File: src/timing_cfg_defines.vh
`ifndef TIMING_CFG_DEFINES_VH
`define TIMING_CFG_DEFINES_VH

// ----------------------------------------
// register word offsets (compared with adr_i bits 5 to 2)
// ----------------------------------------
`define OFS_MEM_CFG2 4'h0
`define OFS_MEM_CFG3 4'h1
`define OFS_PHYUPD_RESP 4'h2
`define OFS_RDEN_DELAY 4'h3
`define OFS_RD_GAP 4'h4
`define OFS_CTRL 4'h5
`define OFS_STATUS 4'h6

// ----------------------------------------
// field positions
// ----------------------------------------
`define CFG2_CKE_INIT_BIT 0
`define CFG2_DQM_INIT_BIT 1
`define CFG2_CLKCFG_LSB 2
`define CFG3_PRESCALE_LSB 3
`define CFG3_PRESCALE_MSB 12

// ----------------------------------------
// reset values and encodings
// ----------------------------------------
`define CFG3_RESET 13'h0009
`define PHYUPD_RESET 8'h00
`define RDEN_RESET 4'h2
`define RD_GAP_RESET 2'h1
`define CLK_ASYNC 2'h0
`define CLK_SYNC_SLOW 2'h1
`define CLK_SYNC_FAST 2'h3
`define RESP_SREF_STALL 2'h0
`define RESP_STALL 2'h1

// ----------------------------------------
// controller states
// ----------------------------------------
`define ST_SETUP 2'h0
`define ST_RUN 2'h1
`define ST_SLEEP 2'h2

`endif

File: src/strap_sync.v
`timescale 1ns/10ps
// three flip-flop pin synchroniser, change accepted when stages two and three agree
module strap_sync (
    input wire clk_i,
    input wire rst_i,
    input wire pin_i,
    output reg level_o
);
    reg s1;
    reg s2;
    reg s3;

    // chain keeps shifting through reset so the strap is settled at release
    always @(posedge clk_i) begin
        s1 <= pin_i;
        s2 <= s1;
        s3 <= s2;
        if (rst_i || s2 == s3) begin
            level_o <= s3; // follows the pin in reset, filtered after
        end
    end
endmodule // strap_sync

File: src/rden_delay.v
`timescale 1ns/10ps
`include "timing_cfg_defines.vh"
// counts the programmed delay after a read command, then raises the enable
module rden_delay (
    input wire clk_i,
    input wire rst_i,
    input wire rd_cmd_i,
    input wire [3:0] delay_i,
    output reg rden_o
);
    reg [15:0] pipe;

    // one tap per cycle of delay; tap n fires n+1 cycles after the command
    always @(posedge clk_i) begin
        if (rst_i) begin
            pipe <= 16'h0000;
            rden_o <= 1'b0;
        end else begin
            pipe <= {pipe[14:0], rd_cmd_i};
            if (delay_i == 4'h0) begin
                rden_o <= rd_cmd_i;
            end else begin
                rden_o <= pipe[delay_i - 4'h1];
            end
        end
    end
endmodule // rden_delay

File: src/dram_ctrl_timing_config_regs.v
`timescale 1ns/10ps
`include "timing_cfg_defines.vh"
// Function
// - with the legacy pads, clock-enable and data-mask outputs take their init bits at memory reset release; with DFI pads the bits are reserved.
// - the clocking scheme field loads its default from the two clock straps at bus reset release.
// - clocking scheme b00 is asynchronous, b01 synchronous bus not faster, b11 synchronous bus faster, b10 reserved.
// - a 10-bit self-refresh prescaler sits at bits 12 to 3 of the third config register and takes any value 0 to 1023.
// - a 3-bit field at bits 2 to 0 limits outstanding refreshes and software writes only 1 to 7.
// - update response, read enable delay and read gap registers are reachable only in setup or sleep state.
// - update response and read enable delay exist only with DFI pads; the read gap always exists.
// - four 2-bit selectors at bits 1:0, 3:2, 5:4, 7:6 pick the answer to update types 00, 01, 10, 11.
// - selector b00 enters self-refresh then stalls the DFI, b01 only stalls, b10 and b11 are reserved.
// - after a read command the read data enable rises after the programmed 4-bit delay in memory clocks.
// - back-to-back reads to different devices get a gap of b01 one idle cycle (default) or b10 two.
// - unused upper bits read undefined (here zero) and software writes them as zero.
module dram_ctrl_timing_config_regs #(
    parameter DFI_PADS = 1
) (
    input wire clk_i,
    input wire rst_i,
    // wishbone slave
    input wire cyc_i,
    input wire stb_i,
    input wire we_i,
    input wire [5:2] adr_i,
    input wire [3:0] sel_i,
    input wire [31:0] dat_i,
    output reg [31:0] dat_o,
    output reg ack_o,
    output reg err_o,
    // straps and resets
    input wire same_clock_strap_i,
    input wire bus_faster_strap_i,
    input wire cke_init_strap_i,
    input wire dqm_init_strap_i,
    input wire mem_reset_release_i,
    // command side
    input wire rd_cmd_i,
    input wire rd_other_device_i,
    input wire phyupd_req_i,
    input wire [1:0] phyupd_type_i,
    input wire sref_done_i,
    output reg dfi_rddata_en_o,
    output reg rd_hold_o,
    output reg phyupd_ack_o,
    output reg dfi_stall_o,
    output reg sref_req_o,
    output reg cke_o,
    output reg dqm_o,
    output reg [1:0] clock_cfg_o,
    output reg [9:0] prescale_o,
    output reg [2:0] max_refs_o
);
    // ----------------------------------------
    // storage
    // ----------------------------------------
    reg cke_init;
    reg dqm_init;
    reg [1:0] clock_cfg;
    reg [12:0] cfg3;
    reg [7:0] phyupd_resp;
    reg [3:0] rden_delay_val;
    reg [1:0] rd_gap;
    reg [1:0] ctrl_state;
    reg strap_load;
    reg [1:0] upd_state;
    reg [1:0] gap_cnt;
    reg last_was_read;
    wire same_clk_sync;
    wire fast_sync;
    wire cke_sync;
    wire dqm_sync;
    wire rden;
    wire wr;
    wire rd;
    wire cfg_open;
    wire [1:0] upd_sel;
    wire [31:0] cfg3_new;

    localparam UPD_IDLE = 2'h0;
    localparam UPD_SREF = 2'h1;
    localparam UPD_STALL = 2'h2;
    localparam UPD_EXIT = 2'h3;

    // strap pins come from outside the clock domain
    strap_sync u_same (
        .clk_i(clk_i),
        .rst_i(rst_i),
        .pin_i(same_clock_strap_i),
        .level_o(same_clk_sync)
    );
    strap_sync u_fast (
        .clk_i(clk_i),
        .rst_i(rst_i),
        .pin_i(bus_faster_strap_i),
        .level_o(fast_sync)
    );
    strap_sync u_cke (
        .clk_i(clk_i),
        .rst_i(rst_i),
        .pin_i(cke_init_strap_i),
        .level_o(cke_sync)
    );
    strap_sync u_dqm (
        .clk_i(clk_i),
        .rst_i(rst_i),
        .pin_i(dqm_init_strap_i),
        .level_o(dqm_sync)
    );

    rden_delay u_rden (
        .clk_i(clk_i),
        .rst_i(rst_i),
        .rd_cmd_i(rd_cmd_i),
        .delay_i(rden_delay_val),
        .rden_o(rden)
    );

    // byte-lane merge for writes
    function [31:0] merge;
        input [31:0] old;
        input [31:0] nw;
        input [3:0] sel;
        integer i;
        begin
            merge = old;
            for (i = 0; i < 4; i = i + 1) begin
                if (sel[i]) begin
                    merge[i*8 +: 8] = nw[i*8 +: 8];
                end
            end
        end
    endfunction

    // true for registers present in this build
    function present;
        input [3:0] a;
        begin
            case (a)
                `OFS_MEM_CFG2, `OFS_MEM_CFG3, `OFS_RD_GAP, `OFS_CTRL, `OFS_STATUS: present = 1'b1;
                `OFS_PHYUPD_RESP, `OFS_RDEN_DELAY: present = (DFI_PADS != 0);
                default: present = 1'b0;
            endcase
        end
    endfunction

    assign wr = cyc_i & stb_i & we_i & ~ack_o & ~err_o;
    assign rd = cyc_i & stb_i & ~we_i & ~ack_o & ~err_o;
    assign cfg_open = (ctrl_state == `ST_SETUP) || (ctrl_state == `ST_SLEEP);
    // byte-lane merged write value for config three
    assign cfg3_new = merge({19'h00000, cfg3}, dat_i, sel_i);

    // ----------------------------------------
    // register bus
    // ----------------------------------------
    // single-cycle ack, err for absent offsets
    always @(posedge clk_i) begin
        if (rst_i) begin
            ack_o <= 1'b0;
            err_o <= 1'b0;
            dat_o <= 32'h00000000;
        end else begin
            ack_o <= (wr | rd) & present(adr_i);
            err_o <= (wr | rd) & ~present(adr_i);
            dat_o <= 32'h00000000; // unused bits read zero
            if (rd) begin
                case (adr_i)
                    `OFS_MEM_CFG2: dat_o <= {28'h0000000, clock_cfg, dqm_init, cke_init};
                    `OFS_MEM_CFG3: dat_o <= {19'h00000, cfg3};
                    `OFS_PHYUPD_RESP: dat_o <= cfg_open ? {24'h000000, phyupd_resp} : 32'h0;
                    `OFS_RDEN_DELAY: dat_o <= cfg_open ? {28'h0000000, rden_delay_val} : 32'h0;
                    `OFS_RD_GAP: dat_o <= cfg_open ? {30'h00000000, rd_gap} : 32'h0;
                    `OFS_CTRL: dat_o <= {30'h00000000, ctrl_state};
                    `OFS_STATUS: dat_o <= {29'h0, dfi_stall_o, sref_req_o, phyupd_ack_o};
                    default: dat_o <= 32'h00000000;
                endcase
            end
        end
    end

    // configuration registers, straps caught one cycle after reset release
    always @(posedge clk_i) begin
        if (rst_i) begin
            strap_load <= 1'b1;
            cke_init <= 1'b0;
            dqm_init <= 1'b0;
            clock_cfg <= `CLK_ASYNC;
            cfg3 <= `CFG3_RESET;
            phyupd_resp <= `PHYUPD_RESET;
            rden_delay_val <= `RDEN_RESET;
            rd_gap <= `RD_GAP_RESET;
            ctrl_state <= `ST_SETUP;
        end else begin
            strap_load <= 1'b0;
            if (strap_load) begin
                clock_cfg <= {fast_sync & same_clk_sync, same_clk_sync};
                cke_init <= cke_sync;
                dqm_init <= dqm_sync;
            end else if (wr) begin
                if (adr_i == `OFS_CTRL && sel_i[0] && dat_i[1:0] != 2'h3) begin
                    ctrl_state <= dat_i[1:0];
                end
                if (cfg_open) begin
                    case (adr_i)
                        `OFS_MEM_CFG2: begin
                            if (sel_i[0]) begin
                                cke_init <= dat_i[`CFG2_CKE_INIT_BIT];
                                dqm_init <= dat_i[`CFG2_DQM_INIT_BIT];
                                if (dat_i[3:2] != 2'h2) begin // reserved code ignored
                                    clock_cfg <= dat_i[3:2];
                                end
                            end
                        end
                        `OFS_MEM_CFG3: cfg3 <= cfg3_new[12:0];
                        `OFS_PHYUPD_RESP: if (sel_i[0]) phyupd_resp <= dat_i[7:0];
                        `OFS_RDEN_DELAY: if (sel_i[0]) rden_delay_val <= dat_i[3:0];
                        `OFS_RD_GAP: if (sel_i[0]) rd_gap <= dat_i[1:0];
                        default: ;
                    endcase
                end
            end
        end
    end

    // ----------------------------------------
    // pad levels and field outputs
    // ----------------------------------------
    // init levels applied when memory reset releases (legacy pads only)
    always @(posedge clk_i) begin
        if (rst_i) begin
            cke_o <= 1'b0;
            dqm_o <= 1'b0;
            clock_cfg_o <= `CLK_ASYNC;
            prescale_o <= 10'h000;
            max_refs_o <= 3'h1;
        end else begin
            if (mem_reset_release_i && DFI_PADS == 0) begin
                cke_o <= cke_init;
                dqm_o <= dqm_init;
            end
            clock_cfg_o <= clock_cfg;
            prescale_o <= cfg3[`CFG3_PRESCALE_MSB:`CFG3_PRESCALE_LSB];
            max_refs_o <= cfg3[2:0];
        end
    end

    // ----------------------------------------
    // read path
    // ----------------------------------------
    // rddata enable and inter-device read gap
    always @(posedge clk_i) begin
        if (rst_i) begin
            dfi_rddata_en_o <= 1'b0;
            rd_hold_o <= 1'b0;
            gap_cnt <= 2'h0;
            last_was_read <= 1'b0;
        end else begin
            dfi_rddata_en_o <= rden;
            last_was_read <= rd_cmd_i;
            if (last_was_read && rd_other_device_i && gap_cnt == 2'h0) begin
                gap_cnt <= (rd_gap == 2'h2) ? 2'h2 : 2'h1;
                rd_hold_o <= 1'b1;
            end else if (gap_cnt > 2'h1) begin
                gap_cnt <= gap_cnt - 2'h1;
            end else begin
                gap_cnt <= 2'h0;
                rd_hold_o <= 1'b0;
            end
        end
    end

    // ----------------------------------------
    // phy update response
    // ----------------------------------------
    assign upd_sel = phyupd_resp[{phyupd_type_i, 1'b0} +: 2];

    // optional self-refresh, then stall and ack, exit
    always @(posedge clk_i) begin
        if (rst_i) begin
            upd_state <= UPD_IDLE;
            dfi_stall_o <= 1'b0;
            sref_req_o <= 1'b0;
            phyupd_ack_o <= 1'b0;
        end else begin
            case (upd_state)
                UPD_IDLE: begin
                    if (phyupd_req_i && DFI_PADS != 0) begin
                        if (upd_sel == `RESP_SREF_STALL) begin
                            sref_req_o <= 1'b1;
                            upd_state <= UPD_SREF;
                        end else if (upd_sel == `RESP_STALL) begin
                            dfi_stall_o <= 1'b1;
                            phyupd_ack_o <= 1'b1;
                            upd_state <= UPD_STALL;
                        end
                    end
                end
                UPD_SREF: begin
                    if (sref_done_i) begin
                        dfi_stall_o <= 1'b1;
                        phyupd_ack_o <= 1'b1;
                        upd_state <= UPD_STALL;
                    end
                end
                UPD_STALL: begin
                    if (!phyupd_req_i) begin
                        phyupd_ack_o <= 1'b0;
                        dfi_stall_o <= 1'b0;
                        upd_state <= sref_req_o ? UPD_EXIT : UPD_IDLE;
                    end
                end
                UPD_EXIT: begin
                    sref_req_o <= 1'b0;
                    upd_state <= UPD_IDLE;
                end
                default: upd_state <= UPD_IDLE;
            endcase
        end
    end
endmodule // dram_ctrl_timing_config_regs

File: config.mk
export PLATFORM = sky130hd
export DESIGN_NAME = dram_ctrl_timing_config_regs
export DESIGN_NICKNAME = d
export VERILOG_FILES = /design/src/strap_sync.v /design/src/rden_delay.v /design/src/dram_ctrl_timing_config_regs.v
export VERILOG_INCLUDE_DIRS = /design/src /design/src/src
export SDC_FILE = /design/constraint.sdc
export NUM_CORES = 1
export LEC_CHECK = 0
export BUFFER_PORTS_ARGS = -buffer_cell sky130_fd_sc_hd__buf_2
export CAP_MARGIN = 40
export CORE_ASPECT_RATIO = 0.7
export CORE_MARGIN = 5
export CORE_UTILIZATION = 53
export CTS_CLUSTER_DIAMETER = 30
export DETAILED_ROUTE_END_ITERATION = 7
export PLACE_DENSITY = 0.86
export SYNTH_ARGS = -nofsm -noshare
export SYNTH_HDL_FRONTEND = slang
export SYNTH_SLANG_ARGS = --single-unit
File: constraint.sdc
create_clock -name clk_i -period 2.35 [get_ports clk_i]
set_input_delay 0.705 -clock clk_i [delete_from_list [all_inputs] [get_ports clk_i]]
set_output_delay 0.705 -clock clk_i [all_outputs]
set_load 0.02 [all_outputs]
==> flow_summary_export.csv <==
group,metric,value,unit
sta,final-setup-viol-count,0,
global_route,grt_pass1_vias,3409,
yosys,async_flop_share,0,%
floorplanning,dieWidth,118,um
clocking,cts.sinks,105,
placed_design,dpl.hpwl,7.40,mm
clocking,ctsResizeCount,0,
yosys,synth_edf_count,4,
yosys,netlist_area,4350,um2
cells_and_area,area_growth,15.9,%
drt,num_vias,3520,
sta,period_minus_slack,1.95,ns
yosys,netlist_top_cells_count,"dfxtp_1 (101), nand3_1 (39), nor2b_1 (38), o21ai_0 (36), a21oi_1 (34)",
hold_path,hp-class,"flop to flop",
drt,via_per_inst,5.68,
power,ir_drop,431,uV
yosys,syn_avg_cell_area,9.69,um2
drt,post-route-drc-count,0,
drt,drtIter0Drc,303,
sta,fin_crit_sh,83.1,%
global_route,track_usage,19.9,%
sta,rsz0062_at_grt,"false",
clocking,post_cts_buffers,0,
yosys,synth_flop_cell,"dfxtp_1",
hold_path,worstHoldStart,"u_dqm.s1",
sta,fin_worst_skew,0.00571,ns
clocking,insertion_delay,0.35,ns
clocking,numCtsBuffers,9,
clocking,h-tree-depth,3,
power,p_leak,2.03,nW
cells_and_area,n_antenna_cell,0,
yosys,ys_top_cells_by_area,"dfxtp_1 (46%), nor2b_1 (5.5%), nand3_1 (4.5%)",
floorplanning,rows,27,
floorplanning,design.die.area,10200,um2
global_route,grt-ovfl-total,0,
drt,ant_nets,0,
power,p_seq_share,48.2,%
drt,routed_wl,10.2,mm
yosys,synthCells,449,
placed_design,gp_congestion,0.923,
placed_design,placement.io_buffers,68,
clocking,cts_buffer_depth,2,
cells_and_area,final_nets,576,
floorplanning,ios,112,
clocking,clkSlewWorstSetupHoldPaths,0.07,ns
sta,hold_viol,0,
outcome,outcome,"finished, final reports clean",
power,cellPowerDensity,780,nW/um2
worst_setup_path,worst_setup_path_end_kind,"flop",
worst_setup_path,crit_fanout,6,
worst_setup_path,criticalPathCategory,"flop to flop",
power,switching_share,26.5,%
sta,max_freq,512,MHz
floorplanning,initial_utilization,54.8,%
yosys,yosysSeqAreaShare,49.2,%
yosys,synth_top_area_share,46.5,%
power,switchingPower,1.04,mW
sta,tns,0,ns
yosys,synth.most_common_cell,"dfxtp_1",
floorplanning,core_area,7940,um2
drt,routedWlPerCell,16.4,um
power,p_comb_share,12.0,%
drt,first_pass_iters,6,
yosys,yosys.area.top_type,"dfxtp_1",
cells_and_area,layout-drive-gt1-share,22.4,%
cells_and_area,num-fill-cells,663,
worst_setup_path,startpoint,"rden_delay_val[1]",
cells_and_area,utilization,63.5,%
worst_setup_path,critPathLaunchType,"flop",
yosys,yosys_warnings,0,
power,pwr-share-clk,39.7,%
worst_setup_path,r2r_start,"rden_delay_val[1]",
power,p_int,2.89,mW
yosys,synth_seq_cells,105,
floorplanning,die_h,85.8,um
worst_setup_path,crit_arrival,2.16,ns
clocking,cts_tree,"built",
clocking,cts_root_buf,"clkbuf_16",
worst_setup_path,required,2.55,ns
global_route,antenna_found_initial,0,
global_route,grt_pass1_wl,16.4,mm
clocking,postCtsHoldBufs,0,
yosys,synth_cell_type_count,60,
power,power,3.93,mW
global_route,grt_max_degree,23,
sta,maxSlewViolCount,0,
run,max_cap_viol_count,0,
-- area by class of cell --
type	instances	area [um2]	area share (%)
inverters	10	37.5	0.744
multi-input cells	305	1960	38.8
clock buffers	9	225	4.47
well taps	101	126	2.51
clock inverters	7	90.1	1.79
flip-flops and latches	105	2140	42.5
repair buffers	83	465	9.23
-- cell families after synthesis --
group / synth area share (%)
buffers and inverters: 7.56
AO/OA/AOI/OAI: 13.5
other: 0.0862
multiplexers: 6.04
XOR/XNOR: 1.01
flip-flops: 49.2
AND/OR/NAND/NOR: 20.9
adder cells (fa/ha/maj): 1.73
-- final timing paths --
path,slack (ns),cells past startpoint,end
min,0.33,0,u_dqm.s2
min reg2reg,0.33,0,u_dqm.s2
max,0.40,6,u_rden.rden_o
max reg2reg,0.40,6,u_rden.rden_o
-- state kept, by name, indices dropped and copies added, names as in the netlist, 3 cells and up --
signal / flops
u_rden.pipe: 16
cfg3: 13
dat_o: 13
prescale_o: 10
phyupd_resp: 8
rden_delay_val: 4
max_refs_o: 3
-- worst max-delay path, cell delays in order, from the launching register on --
cell      delay (ns)
dfxtp_1         0.43
inv_1           0.07
ha_1            0.38
mux2_2          0.35
a32o_1          0.24
a32oi_1         0.18
o221ai_1        0.16
-- power by group through the flow --
| stage | clock network [mW] | logic (mW) | registers (mW) |
|---|---|---|---|
| 6_report | 1.56 | 0.473 | 1.90 |
| 5_1_grt | 1.67 | 0.521 | 1.90 |
| 3_5_place_dp | 0 | 0.460 | 1.94 |
| 2_1_floorplan | 0 | 0.350 | 1.94 |
| 4_1_cts | 1.58 | 0.466 | 1.90 |
| 3_3_place_gp | 0 | 0.440 | 1.94 |
-- layout by cell type, fill, tap and decap left out, types with 4 or more instances in the layout --
cell type / netlist / final
o21ai_0: 36 / 36
a22oi_1: 7 / 7
nor2b_1: 38 / 38
buf_4: 22 / 14
buf_2: 8 / 68
clkbuf_16: 0 / 9
edfxtp_1: 4 / 4
nand4_1: 4 / 4
inv_1: 9 / 9
ha_1: 6 / 6
conb_1: 1 / 21
nor2_1: 18 / 18
mux4_2: 6 / 6
and2_1: 5 / 5
nor3_1: 6 / 6
nand2_1: 16 / 16
nor4_1: 4 / 4
mux2i_1: 6 / 6
dfxtp_1: 101 / 101
nand3_1: 39 / 39
mux2_2: 6 / 6
nand2b_1: 4 / 4
xor2_1: 4 / 4
a21oi_1: 34 / 34
-- routing by layer --
| metal | up-vias | part of all wire (%) | global-route usage (%) |
|---|---|---|---|
| met5 | - | 0 | 0 |
| met4 | 0 | 1.8 | 8.13 |
| met3 | 26 | 9.2 | 5.27 |
| met2 | 180 | 44 | 30.2 |
| met1 | 1621 | 45 | 27.2 |
| li1 | 1693 | - | - |
-- through the flow --
| step | instance area (um2) | hold slack [ns] | instances | worst slack (ns) |
|---|---|---|---|---|
| detailed placement | 4730 | 0.314 | 604 | 0.0504 |
| global route | 5040 | 0.344 | 620 | 0.292 |
| global placement | 4730 | 0.312 | 604 | 0.0555 |
| finish | 5040 | 0.329 | 620 | 0.398 |
| floorplan | 4430 | 0.310 | 469 | 0.262 |
| CTS | 5040 | 0.332 | 620 | 0.387 |
(Power assumes the default switching activity.)
